`src/include/arf_pkg.sv`:
```
// Package with constants for the asynchronous receive request formatter
package arf_pkg;

  // Transaction codes
  localparam logic [3:0] TC_QWRITE_REQ = 4'h0;
  localparam logic [3:0] TC_BWRITE_REQ = 4'h1;
  localparam logic [3:0] TC_WRITE_RESP = 4'h2;
  localparam logic [3:0] TC_QREAD_REQ = 4'h4;
  localparam logic [3:0] TC_BREAD_REQ = 4'h5;
  localparam logic [3:0] TC_QREAD_RESP = 4'h6;
  localparam logic [3:0] TC_BREAD_RESP = 4'h7;
  localparam logic [3:0] TC_LOCK_REQ = 4'h9;
  localparam logic [3:0] TC_LOCK_RESP = 4'hB;
  localparam logic [3:0] TC_PHY = 4'hE;

  // Header field positions in the first quadlet
  localparam int TCODE_LSB = 4;
  localparam int TCODE_W = 4;
  localparam int TARGET_ID_LSB = 16;
  localparam int TARGET_ID_W = 16;
  localparam int LABEL_LSB = 10;
  localparam int LABEL_W = 6;
  localparam int RETRY_LSB = 8;
  localparam int RETRY_W = 2;
  localparam int HDR_RSVD_LSB = 0;
  localparam int HDR_RSVD_W = 4;

  // Body quadlet field positions
  localparam int HALF_W = 16;
  localparam int RESP_CODE_LSB = 12;
  localparam int RESP_CODE_W = 4;

  // Layout classes
  typedef enum logic [1:0] {
    ARF_FMT_NODATA = 2'b00,
    ARF_FMT_QUAD = 2'b01,
    ARF_FMT_BLOCK = 2'b11,
    ARF_FMT_PHY = 2'b10
  } arf_fmt_e;

  // Quadlet counts before the payload/trailer
  localparam logic [2:0] HDR_QUADS_NODATA = 3'h3;
  localparam logic [2:0] HDR_QUADS_QUAD = 3'h4;
  localparam logic [2:0] HDR_QUADS_BLOCK = 3'h4;
  localparam logic [2:0] HDR_QUADS_PHY = 3'h3;

  // Quadlet positions inside a packet
  localparam logic [2:0] QIDX_BODY_FIRST = 3'h1;
  localparam logic [2:0] QIDX_SENDER = 3'h1;
  localparam logic [2:0] QIDX_OFFSET_LOWER = 3'h2;
  localparam logic [2:0] QIDX_FOURTH = 3'h3;
  localparam logic [2:0] QIDX_PHY_DATA = 3'h1;
  localparam logic [2:0] QIDX_PHY_INV = 3'h2;
  localparam logic [2:0] QIDX_MAX = 3'h7;
  localparam logic [2:0] QIDX_STEP = 3'h1;

  // Synthesized PHY header around its code
  localparam logic [23:0] PHY_HDR_FILL = 24'h00_0000;
  localparam logic [3:0] PHY_HDR_LOW = 4'h0;

  localparam int SECONDS_KEEP_W = 3;
  localparam int CYCLE_INDEX_W = 13;
  localparam int BYTE_COUNT_LSB = 16;

endpackage

```
`src/verilog/arf_formatter.sv`:
```
// Asynchronous receive formatter: link quadlets in, host buffer quadlets out
// ==========================================================
// What this block does
// - Drop packets with undefined transaction codes
// - Sort packets into four storage layouts
// - Target node ID is 16 bits
// - Keep 6-bit transaction label in header
// - Store 2-bit retry code unchanged
// - Copy reserved bits untouched
// - Sender node ID is 16 bits
// - Offset is 16 upper plus 32 lower
// - Store response code as received
// - First payload byte in top byte
// - Accept pad bytes, whole quadlets stored
// - Trailer: status word high, cycle mark low
// - Quadlet read request stored as four quadlets
// - Quadlet write request stored as five quadlets
// - Block read request stored as five quadlets
// - Block write/lock: header, count, payload, trailer
// - Lock operation code zero unless lock: kept as sent, not zeroed here
// - PHY packet: header, quadlet, inverse, trailer
`timescale 1ns/1ps
`default_nettype none

module arf_formatter (
  input wire logic i_clk,
  input wire logic i_rst_n,
  input wire logic i_rx_valid,
  input wire logic [31:0] i_rx_data,
  input wire logic i_rx_last,
  input wire logic i_rx_phy,
  output logic o_rx_ready,
  input wire logic [15:0] i_dma_channel_control,
  input wire logic [6:0] i_bus_seconds_count,
  input wire logic [12:0] i_bus_cycle_index,
  output logic o_buf_valid,
  output logic [31:0] o_buf_data,
  output logic o_buf_first,
  output logic o_buf_last,
  output logic o_pkt_dropped
);

  // ==========================================================
  // State
  typedef enum logic [2:0] {
    ARF_ST_IDLE = 3'b000,
    ARF_ST_BODY = 3'b001,
    ARF_ST_INV = 3'b011,
    ARF_ST_TRAIL = 3'b010,
    ARF_ST_DROP = 3'b110
  } arf_state_e;

  arf_state_e state_q, state_d;
  arf_pkg::arf_fmt_e fmt_q, fmt_d;
  logic [2:0] quad_idx_q, quad_idx_d;
  logic [31:0] phy_q, phy_d;
  logic [15:0] mark_q, mark_d;
  logic buf_valid_q, buf_valid_d;
  logic [31:0] buf_data_q, buf_data_d;
  logic buf_first_q, buf_first_d;
  logic buf_last_q, buf_last_d;
  logic dropped_q, dropped_d;
  logic ready_q, ready_d;
  logic cls_defined;
  arf_pkg::arf_fmt_e cls_fmt;
  logic [2:0] cls_quads;
  logic [3:0] hdr_tcode;
  logic take;
  logic [2:0] fixed_quads_q, fixed_quads_d;
  logic resp_q, resp_d;
  logic [15:0] hdr_target_node_id;
  logic [5:0] hdr_transaction_label;
  logic [1:0] hdr_retry_code;
  logic [3:0] hdr_reserved;

  assign hdr_tcode = i_rx_data[arf_pkg::TCODE_LSB +: arf_pkg::TCODE_W];
  assign take = i_rx_valid & ready_q;

  // ==========================================================
  // Header fields
  assign hdr_target_node_id = i_rx_data[arf_pkg::TARGET_ID_LSB +: arf_pkg::TARGET_ID_W];
  assign hdr_transaction_label = i_rx_data[arf_pkg::LABEL_LSB +: arf_pkg::LABEL_W];
  assign hdr_retry_code = i_rx_data[arf_pkg::RETRY_LSB +: arf_pkg::RETRY_W];
  assign hdr_reserved = i_rx_data[arf_pkg::HDR_RSVD_LSB +: arf_pkg::HDR_RSVD_W];

  arf_tcode_class u_class (
    .i_tcode(hdr_tcode),
    .o_defined(cls_defined),
    .o_fmt(cls_fmt),
    .o_fixed_quads(cls_quads)
  );

  // Trailer composed once so both paths agree
  function automatic logic [31:0] trailer_word(input logic [15:0] status,
                                               input logic [15:0] mark);
    trailer_word = {status, mark};
  endfunction

  // Response codes sit where request offsets sit; the layout cannot tell them apart
  function automatic logic is_response(input logic [3:0] tcode);
    is_response = (tcode == arf_pkg::TC_WRITE_RESP) || (tcode == arf_pkg::TC_QREAD_RESP) ||
                  (tcode == arf_pkg::TC_BREAD_RESP) || (tcode == arf_pkg::TC_LOCK_RESP);
  endfunction

  // Header rebuilt from its fields; reserved bits ride along unchecked
  function automatic logic [31:0] header_word(input logic [15:0] target,
                                              input logic [5:0] label,
                                              input logic [1:0] retry,
                                              input logic [3:0] tcode,
                                              input logic [3:0] rsvd);
    header_word = {target, label, retry, tcode, rsvd};
  endfunction

  // Body quadlets rebuilt by field for the layout in hand. Nothing is masked
  // or realigned, so a malformed sender value reaches software as sent
  function automatic logic [31:0] body_word(input arf_pkg::arf_fmt_e fmt,
                                            input logic resp,
                                            input logic [2:0] idx,
                                            input logic [2:0] fixed,
                                            input logic [31:0] data);
    logic [15:0] upper;
    logic [15:0] lower;
    upper = data[arf_pkg::HALF_W +: arf_pkg::HALF_W];
    lower = data[arf_pkg::HALF_W-1:0];
    body_word = data;
    if (idx >= fixed) begin
      // Payload in bus byte order, first byte on top; pad bytes kept whole
      body_word = data;
    end else begin
      case (idx)
        arf_pkg::QIDX_SENDER: begin
          if (resp) begin
            body_word = {upper, data[arf_pkg::RESP_CODE_LSB +: arf_pkg::RESP_CODE_W],
                         data[arf_pkg::RESP_CODE_LSB-1:0]};
          end else begin
            body_word = {upper, lower};
          end
        end
        arf_pkg::QIDX_OFFSET_LOWER: begin
          body_word = data;
        end
        arf_pkg::QIDX_FOURTH: begin
          // Lock code kept as sent: a non-lock sender is the one to zero it
          if (fmt == arf_pkg::ARF_FMT_BLOCK) begin
            body_word = {upper, lower};
          end else begin
            body_word = data;
          end
        end
        default: begin
          body_word = data;
        end
      endcase
    end
  endfunction

  // ==========================================================
  // Next state
  always_comb begin
    state_d = state_q;
    fmt_d = fmt_q;
    quad_idx_d = quad_idx_q;
    phy_d = phy_q;
    buf_valid_d = 1'b0;
    buf_data_d = buf_data_q;
    buf_first_d = 1'b0;
    buf_last_d = 1'b0;
    dropped_d = 1'b0;
    ready_d = ready_q;
    case (state_q)
      ARF_ST_IDLE: begin
        ready_d = 1'b1;
        if (take) begin
          quad_idx_d = arf_pkg::QIDX_BODY_FIRST;
          if (i_rx_phy) begin
            // Synthesized header; the PHY quadlet itself follows
            fmt_d = arf_pkg::ARF_FMT_PHY;
            phy_d = i_rx_data;
            buf_valid_d = 1'b1;
            buf_first_d = 1'b1;
            buf_data_d = {arf_pkg::PHY_HDR_FILL, arf_pkg::TC_PHY, arf_pkg::PHY_HDR_LOW};
            // Header write stalls the link for the data, inverse and trailer
            ready_d = 1'b0;
            state_d = ARF_ST_INV;
          end else if (!cls_defined || cls_fmt == arf_pkg::ARF_FMT_PHY) begin
            // Nothing is written for an unknown code; swallow the rest
            dropped_d = 1'b1;
            state_d = i_rx_last ? ARF_ST_IDLE : ARF_ST_DROP;
          end else begin
            // Whole header quadlet passes bit for bit: ids, label, retry,
            // code and reserved bits all stay where the sender put them
            fmt_d = cls_fmt;
            buf_valid_d = 1'b1;
            buf_first_d = 1'b1;
            buf_data_d = header_word(hdr_target_node_id, hdr_transaction_label,
                                     hdr_retry_code, hdr_tcode,
                                     hdr_reserved);
            state_d = i_rx_last ? ARF_ST_TRAIL : ARF_ST_BODY;
            if (i_rx_last) begin
              ready_d = 1'b0;
            end
          end
        end
      end
      ARF_ST_BODY: begin
        if (take) begin
          // Sender id, offsets, response code, count and lock code copied
          // unchanged; pad bytes are already whole quadlets
          buf_valid_d = 1'b1;
          buf_data_d = body_word(fmt_q, resp_q, quad_idx_q, fixed_quads_q,
                                 i_rx_data);
          if (quad_idx_q != arf_pkg::QIDX_MAX) begin
            quad_idx_d = quad_idx_q + arf_pkg::QIDX_STEP;
          end
          if (i_rx_last) begin
            ready_d = 1'b0;
            state_d = ARF_ST_TRAIL;
          end
        end
      end
      ARF_ST_INV: begin
        // Data quadlet then its inverse, one per cycle
        buf_valid_d = 1'b1;
        if (quad_idx_q == arf_pkg::QIDX_PHY_DATA) begin
          buf_data_d = phy_q;
          quad_idx_d = arf_pkg::QIDX_PHY_INV;
        end else begin
          buf_data_d = ~phy_q;
          state_d = ARF_ST_TRAIL;
        end
      end
      ARF_ST_TRAIL: begin
        buf_valid_d = 1'b1;
        buf_last_d = 1'b1;
        buf_data_d = trailer_word(i_dma_channel_control, mark_q);
        ready_d = 1'b1;
        state_d = ARF_ST_IDLE;
      end
      ARF_ST_DROP: begin
        if (take && i_rx_last) begin
          state_d = ARF_ST_IDLE;
        end
      end
      default: begin
        state_d = ARF_ST_IDLE;
        ready_d = 1'b1;
      end
    endcase
  end

  // ==========================================================
  // Registers
  always_ff @(posedge i_clk or negedge i_rst_n) begin
    if (!i_rst_n) begin
      state_q <= ARF_ST_IDLE;
      fmt_q <= arf_pkg::ARF_FMT_NODATA;
      quad_idx_q <= 3'h0;
      phy_q <= 32'h0000_0000;
      buf_valid_q <= 1'b0;
      buf_data_q <= 32'h0000_0000;
      buf_first_q <= 1'b0;
      buf_last_q <= 1'b0;
      dropped_q <= 1'b0;
      ready_q <= 1'b0;
    end else begin
      state_q <= state_d;
      fmt_q <= fmt_d;
      quad_idx_q <= quad_idx_d;
      phy_q <= phy_d;
      buf_valid_q <= buf_valid_d;
      buf_data_q <= buf_data_d;
      buf_first_q <= buf_first_d;
      buf_last_q <= buf_last_d;
      dropped_q <= dropped_d;
      ready_q <= ready_d;
    end
  end

  // ==========================================================
  // Layout bookkeeping
  // Only the header quadlet moves it, so body quadlets see a steady layout
  always_comb begin
    fixed_quads_d = fixed_quads_q;
    resp_d = resp_q;
    if (state_q == ARF_ST_IDLE && take && !i_rx_phy) begin
      fixed_quads_d = cls_quads;
      resp_d = is_response(hdr_tcode);
    end
  end

  always_ff @(posedge i_clk or negedge i_rst_n) begin
    if (!i_rst_n) begin
      fixed_quads_q <= arf_pkg::HDR_QUADS_NODATA;
      resp_q <= 1'b0;
    end else begin
      fixed_quads_q <= fixed_quads_d;
      resp_q <= resp_d;
    end
  end

  // ==========================================================
  // Cycle mark
  // Taken with the header quadlet, which lies inside reception
  always_comb begin
    mark_d = mark_q;
    if (state_q == ARF_ST_IDLE && take) begin
      mark_d = {i_bus_seconds_count[arf_pkg::SECONDS_KEEP_W-1:0],
                i_bus_cycle_index};
    end
  end

  always_ff @(posedge i_clk or negedge i_rst_n) begin
    if (!i_rst_n) begin
      mark_q <= 16'h0000;
    end else begin
      mark_q <= mark_d;
    end
  end

  // ==========================================================
  // Outputs
  assign o_rx_ready = ready_q;
  assign o_buf_valid = buf_valid_q;
  assign o_buf_data = buf_data_q;
  assign o_buf_first = buf_first_q;
  assign o_buf_last = buf_last_q;
  assign o_pkt_dropped = dropped_q;

endmodule // arf_formatter

`default_nettype wire

```
`src/verilog/arf_tcode_class.sv`:
```
// Transaction code classifier for the receive formatter
`timescale 1ns/1ps
`default_nettype none

module arf_tcode_class (
  input wire logic [3:0] i_tcode,
  output logic o_defined,
  output arf_pkg::arf_fmt_e o_fmt,
  output logic [2:0] o_fixed_quads
);

  // ==========================================================
  // Classification
  always_comb begin
    o_defined = 1'b1;
    o_fmt = arf_pkg::ARF_FMT_NODATA;
    o_fixed_quads = arf_pkg::HDR_QUADS_NODATA;
    case (i_tcode)
      arf_pkg::TC_QREAD_REQ, arf_pkg::TC_WRITE_RESP: begin
        o_fmt = arf_pkg::ARF_FMT_NODATA;
        o_fixed_quads = arf_pkg::HDR_QUADS_NODATA;
      end
      arf_pkg::TC_QWRITE_REQ, arf_pkg::TC_QREAD_RESP, arf_pkg::TC_BREAD_REQ: begin
        o_fmt = arf_pkg::ARF_FMT_QUAD;
        o_fixed_quads = arf_pkg::HDR_QUADS_QUAD;
      end
      arf_pkg::TC_BWRITE_REQ, arf_pkg::TC_BREAD_RESP, arf_pkg::TC_LOCK_REQ,
      arf_pkg::TC_LOCK_RESP: begin
        o_fmt = arf_pkg::ARF_FMT_BLOCK;
        o_fixed_quads = arf_pkg::HDR_QUADS_BLOCK;
      end
      arf_pkg::TC_PHY: begin
        o_fmt = arf_pkg::ARF_FMT_PHY;
        o_fixed_quads = arf_pkg::HDR_QUADS_PHY;
      end
      default: begin
        o_defined = 1'b0;
      end
    endcase
  end

endmodule // arf_tcode_class

`default_nettype wire
```
`config.mk`:
```
export PLATFORM = sky130hd
export DESIGN_NAME = arf_formatter
export DESIGN_NICKNAME = d
export VERILOG_FILES = /design/src/include/arf_pkg.sv /design/src/verilog/arf_formatter.sv /design/src/verilog/arf_tcode_class.sv
export SDC_FILE = /design/constraint.sdc
export NUM_CORES = 1
export LEC_CHECK = 0
export ABC_AREA = 0
export BUFFER_PORTS_ARGS = -buffer_cell sky130_fd_sc_hd__buf_2
export CORE_MARGIN = 2
export CORE_UTILIZATION = 40
export DETAILED_ROUTE_END_ITERATION = 10
export GPL_TIMING_DRIVEN = 0
export SYNTH_ARGS = -nofsm -noshare
export SYNTH_HDL_FRONTEND = slang
export SYNTH_SLANG_ARGS = --single-unit
```
`constraint.sdc`:
```
create_clock -name i_clk -period 2.4 [get_ports i_clk]
set_clock_uncertainty 0.2 [all_clocks]
set_input_delay 0.48 -clock i_clk [delete_from_list [all_inputs] [get_ports i_clk]]
set_output_delay 0.48 -clock i_clk [all_outputs]
set_load 0.05 [all_outputs]
```
Word-level counts from Yosys, hierarchy flattened:

Cells that the tools add are included.

* $add $sub $neg: 1
* multipliers: 0
* divide/modulo/power cells: 0
* $lt $le $gt $ge: 0
* equal/unequal tests: 24
* shifts and indexed selects: 0
* multiplexer cells: 41
* bitwise logic cells: 3
* reduce and logical (&&, ||, !) cells: 18

Operators with widths (count)
* $mux W32: 5
* $pmux W32 S4: 1
* $mux W3: 12
* $not A32 Y32: 1
* $mux W1: 17
* $eq A4 B3 Y1 const B: 4
* $ne A2 B2 Y1 const B: 7
* $eq A4 B4 Y1 const B: 3
* $pmux W3 S4: 1
* $reduce_and A5 Y1: 2
* $reduce_or A10 Y1: 1
* $pmux W3 S3: 1
* $eq A3 B1 Y1 const B: 2
* $eq A3 B2 Y1 const B: 2
* $ne A3 B3 Y1 const B: 2
* $pmux W1 S3: 2
* $pmux W2 S3: 1
* $reduce_and A3 Y1: 2
* $eq A4 B1 Y1 const B: 1
* $eq A4 B2 Y1 const B: 1
* $logic_not A4 Y1: 1
* $reduce_and A4 Y1: 1
* $reduce_bool A4 Y1: 1
* $reduce_or A2 Y1: 2
* other kinds (13): 14

* bits in registers: 91
* bits in latches: 0
* RAM bits: 0
* ROM bits: 0
* input port bits: 73
* output and inout bits: 37
* memories: 0

Longest topological paths before layout:

* depth in word-level cells: 9
* mapped depth: 9
* depth with buffers taken out: 7

Hierarchy:

Synthesis repeated with hierarchy kept, for this count alone.

* cells, all modules: 392
* area, all modules: 4551.9 um2

Modules (own cells, without submodules)
* arf_formatter: times used 1, cells an instance 378, area an instance 4456.8 um2, seq. area each 2277.2 um2
* arf_tcode_class: times used 1, cells an instance 14, area an instance 95.1 um2, seq. area each 0.0 um2

Worst setup path before layout:

No wires, ideal clock.

* path type: flip-flop to flip-flop
* from: reg ready_q (netlist: o_rx_ready)
* to: reg mark_q[0]
* arrival time: 1766 ps
* data required time: 2072 ps
* slack: 306 ps
* cell stages (with the launch flop): 6
* period minus slack after synthesis: 2094 ps
* cell sequence: dfrtp_1 nand2_1 nor4_4 buf_4 buf_4 mux2_1

* longest elaborated chain between the ends: 2

RTL lines
* start: declaration: RTL line arf_formatter.sv:63 `logic ready_q, ready_d;`
* start signal: assignment: RTL line arf_formatter.sv:275 `ready_q <= ready_d;`
* $and A1 B1 Y1: RTL line arf_formatter.sv:77 `assign take = i_rx_valid & ready_q;`
* $logic_and A1 B1 Y1: RTL line arf_formatter.sv:306 `if (state_q == ARF_ST_IDLE && take) begin`
* end signal: assignment: RTL line arf_formatter.sv:316 `mark_q <= mark_d;`
* end: declaration: RTL line arf_formatter.sv:57 `logic [15:0] mark_q, mark_d;`

Every way passes these cells.
A chain may end at the register's enable or synchronous reset.

Final worst setup path:

* from: reg quad_idx_q[1]
* to: reg buf_data_q[2] (netlist: o_buf_data[2])

* longest elaborated chain between the ends: 3

RTL lines
* start: declaration: RTL line arf_formatter.sv:55 `logic [2:0] quad_idx_q, quad_idx_d;`
* start signal: assignment: RTL line arf_formatter.sv:268 `quad_idx_q <= quad_idx_d;`
* $eq A3 B1 Y1: RTL line arf_formatter.sv:130, arf_formatter.sv:224
* $mux W32: RTL line arf_formatter.sv:224 `if (quad_idx_q == arf_pkg::QIDX_PHY_DATA) begin`
* $pmux W32 S4: RTL line arf_formatter.sv:170 `case (state_q)`
* end signal: assignment: RTL line arf_formatter.sv:271 `buf_data_q <= buf_data_d;`
* end: declaration: RTL line arf_formatter.sv:59 `logic [31:0] buf_data_q, buf_data_d;`

Every way passes these cells.

==> summary by stage <==
Outcome
The flow ran to the end, and the final reports show no timing, DRC or antenna violations.

STA
The timing-limited maximum frequency is 0.446 GHz. For the pin with the worst max-slew slack, the measured transition is 0.603 ns. The final number of setup-violating endpoints is 0. The worst path in the final design needs a cycle of ~2.2 ns, including I/O delays and setup. The part of the cycle the worst path needs is 0.935. Setup repair after global routing left no endpoint under its margin. The setup total negative slack is 0 ns. The final number of hold-violating endpoints came to 0. The relative slew slack is 0.598. The number of max-slew violations in the final report is 0.

Detailed routing
The routed layout has 3503 vias. The count of routing violations after the opening detailed-route iteration is 177. The number of design rule violations left after detail routing is 0. The remaining antenna violation count after routing is 0. The routed wire length is roughly 12000 um. The mean routed wirelength per cell is 17.3 um. Before antenna repair, the detailed router went through 4 iterations.

The per-cell via count in the routed design is 5.18.

Setup path
At the worst endpoint, the arrival time is 2.27 ns. The kind of cell adding the most delay to the critical path is buffers and inverters. For the worst setup path, the data required time is about 2.4 ns. The setup path with the least slack is of type reg2reg. On the worst path, the slowest cell contributes a delay of between 0.4 and 0.5 ns.

STA classifies the critical path startpoint as a flip-flop. STA classifies the critical path endpoint as a flip-flop. For this design, the slowest cell found on the critical path is sky130_fd_sc_hd__a221oi_1.

The number of buffers and inverters on the critical path is 3. In this run the worst path has a maximum fanout of 10. Counting cells, the worst reg-to-reg path comes to 9.

Traced cell by cell, the critical path runs through inv_1 -> ha_1 -> nor2b_1 -> buf_2 -> buf_4 -> xor2_1 -> nor2_1 -> a221oi_1 -> o21ai_2. The critical path depth in cells is 9.

Layout
The count of fill cells added during filler insertion is roughly 1100. The number of antenna diodes in the final layout is 0. The proportion of layout cells with a drive suffix above 1 is 0.482. From synthesis to final layout, the design area changed by 22.0%. The core occupancy in the finished layout is 0.499.

The count of cells in the finished layout, fillers not included, comes to 676. In the final design database the tool counted between 600 and 700 nets.

Synth
The synthesized design spends more area on one cell type than any other, namely sky130_fd_sc_hd__dfrtp_1. Yosys instantiated no cell more often than sky130_fd_sc_hd__dfrtp_1. The post-synthesis cell area is between 4000 and 5000 um2. The total of warnings raised by yosys is 0. The count of cell types in the netlist is between 40 and 50. Sorting the synthesized cells by how often they occur yields sky130_fd_sc_hd__dfrtp_1, sky130_fd_sc_hd__nor2_1, sky130_fd_sc_hd__nand2_2, sky130_fd_sc_hd__xor2_1, sky130_fd_sc_hd__mux2_4. The share of the Yosys chip area taken by registers is 0.465. The number of nets produced by synthesis is ~490. The cell count after synthesis is ~410. The average instance in the mapped netlist occupies 12.1 um2.

The count of flip-flops with a built-in enable after synthesis is 0. The share of synthesized area in the top cell type comes to 0.465. After synthesis, the cell types taking the most area are sky130_fd_sc_hd__dfrtp_1, sky130_fd_sc_hd__mux2_4, sky130_fd_sc_hd__xor2_1. The commonest register cell after synthesis is sky130_fd_sc_hd__dfrtp_1.

Synthesis inferred slightly above 90 register bits. The async set-reset flop share out of synthesis is 1.00.

Power
Summing internal, switching and leakage power gives between 9000 and 10000 uW. The power per cell area is roughly 1600 nW/um2. For this design the static power due to leakage is about 0.0028 uW.

VDD sags by at most between 500 and 600 uV.

Placement
The congestion estimate from routability-driven global placement came to around 0.77. The count of buffers from port buffering is between 100 and 150. The number of placed instances with taps included is ~660. The placed wire-length estimate after detailed placement is a little over 8000 um.

GRT
In this run the most used layer during global routing was met2. The largest net degree at the start of global routing is around 60. The first global-routing pass estimated ~20000 um of wire. The number of antenna violations at the first check in global routing is 0. For this run, global-route usage on met3 was measured as 0.0376.

In the global route stage, met1 resource usage came out at 0.260. The via count of the first global-routing pass is 3749. Global routing finished with a remaining overflow of 0. The aggregate global-route resource usage is 0.195. The met2 usage in global routing is 0.314.

Clocking
The CTS tree is built. After clock tree synthesis, the clock-pin slew on the worst setup and hold paths is about 0.06 ns. Clock tree synthesis inserted a total of 9 buffers.

The H-tree depth reported by CTS is 3. The clock latency on the worst-skew pair is between 0.3 and 0.4 ns. Counting along the longest clock path gives a buffer depth of 2. The cell sitting at the root of the clock tree is a sky130_fd_sc_hd__clkbuf_16. The clock drives a little over 90 sinks.

Buffers added to address setup during post-CTS repair amount to 0.

Floorplan
The initial utilization of the core area, before any placement, comes to 0.409. The die is 115 um tall. The I/O pin count is 110. The floorplan has 40 rows.

The core box area is between 10000 and 15000 um2. The die covers 13100 um2. The die span in x is 115 um.

Worst hold path
The number of cells traversed by the worst hold path is 2. The path class of the lowest-slack min-delay path is in2reg.

Job
Across the run, the number of max-cap violations was 0.
==> repair_timing <==
| item | 4_1_cts | 5_1_grt |
|---|---|---|
| hold buffers | 1 | 0 |
| hold endpoints to repair | 33 | 0 |
| gates resized for setup | 0 | 0 |
==> sequential cells by signal, indices dropped and copies added (netlist names) <==
register       cells
state_q            3
o_buf_first        1
o_pkt_dropped      1
quad_idx_q         3
o_rx_ready         1
mark_q            16
o_buf_valid        1
o_buf_last         1
phy_q             32
o_buf_data        32
==> worst register-to-register path, cell delays in order (launching register included) <==
cell and delay, ns:
sky130_fd_sc_hd__dfrtp_1 0.38, sky130_fd_sc_hd__inv_1 0.08, sky130_fd_sc_hd__ha_1 0.14, sky130_fd_sc_hd__nor2b_1 0.11, sky130_fd_sc_hd__buf_2 0.20, sky130_fd_sc_hd__buf_4 0.26
sky130_fd_sc_hd__xor2_1 0.17, sky130_fd_sc_hd__nor2_1 0.06, sky130_fd_sc_hd__a221oi_1 0.45, sky130_fd_sc_hd__o21ai_2 0.07
==> placed cells by master (no fill, tap or decap), types with 7 or more instances in the layout <==
master	netlist	routed
sky130_fd_sc_hd__buf_4	7	8
sky130_fd_sc_hd__dfrtp_1	91	91
sky130_fd_sc_hd__xor2_1	32	32
sky130_fd_sc_hd__nand2_2	34	34
sky130_fd_sc_hd__o21ai_2	29	29
sky130_fd_sc_hd__nor2_1	41	41
sky130_fd_sc_hd__mux2_1	11	11
sky130_fd_sc_hd__a221oi_1	29	29
sky130_fd_sc_hd__buf_2	5	109
sky130_fd_sc_hd__a21oi_1	11	11
sky130_fd_sc_hd__clkbuf_1	6	7
sky130_fd_sc_hd__mux2_2	8	8
sky130_fd_sc_hd__clkbuf_16	0	9
sky130_fd_sc_hd__mux2_4	30	30
==> logic make-up after synthesis <==
| kind of cell | count (synthesis) | share of synthesized area |
|---|---|---|
| AO/OA/AOI/OAI | 87 | 0.148 |
| AND/OR/NAND/NOR | 105 | 0.118 |
| flip-flops | 91 | 0.465 |
| buffers and inverters | 36 | 0.0598 |
| multiplexers | 49 | 0.136 |
| XOR/XNOR | 32 | 0.0573 |
| adder cells (fa/ha/maj) | 6 | 0.0153 |
==> stage by stage <==
step | hold WS [ns] | cell area [um2] | setup WS, ns
6_report | 0.147 | 5970 | 0.157
4_1_cts | 0.136 | 5970 | 0.213
3_5_place_dp | 0.264 | 5630 | 0.164
2_1_floorplan | -0.0156 | 4890 | 0.306
3_3_place_gp | 0.258 | 5600 | -0.289
5_1_grt | 0.141 | 5970 | 0.0482
==> routing by layer <==
layer  routed length (um)  share of wire
met5                    0              0
met4                  199          0.017
met3                  530          0.045
met2                 5590           0.48
met1                 5380           0.46
==> area by class of cell <==
class | instances | area, um2 | share of cell area
tap | 147 | 184 | 0.0308
clock inverter | 4 | 72.6 | 0.0121
buffer | 31 | 274 | 0.0459
inverter | 5 | 18.8 | 0.00314
multi-input combinational | 279 | 2320 | 0.389
sequential | 91 | 2280 | 0.381
timing repair buffer | 107 | 566 | 0.0947
clock buffer | 12 | 256 | 0.0429
==> path summary, 6_finish.rpt <==
kind / to / startpoint / slack (ns)
max: o_buf_data[2] / quad_idx_q[1] / 0.16
min: mark_q[2] / i_bus_cycle_index[2] / 0.15
max reg2reg: o_buf_data[2] / quad_idx_q[1] / 0.16
min reg2reg: o_buf_data[29] / o_buf_data[29] / 0.27
max in group asynchronous: o_buf_data[23] / i_rst_n / 0.93
min in group asynchronous: phy_q[6] / i_rst_n / 0.43
==> report_power, final <==
group          switching [uW]  total [uW]  internal, uW
logic                    2970        4990          2020
clock network             600        1570           968
registers                 473        2750          2270
No activity file was read; power rests on OpenSTA's default activity.
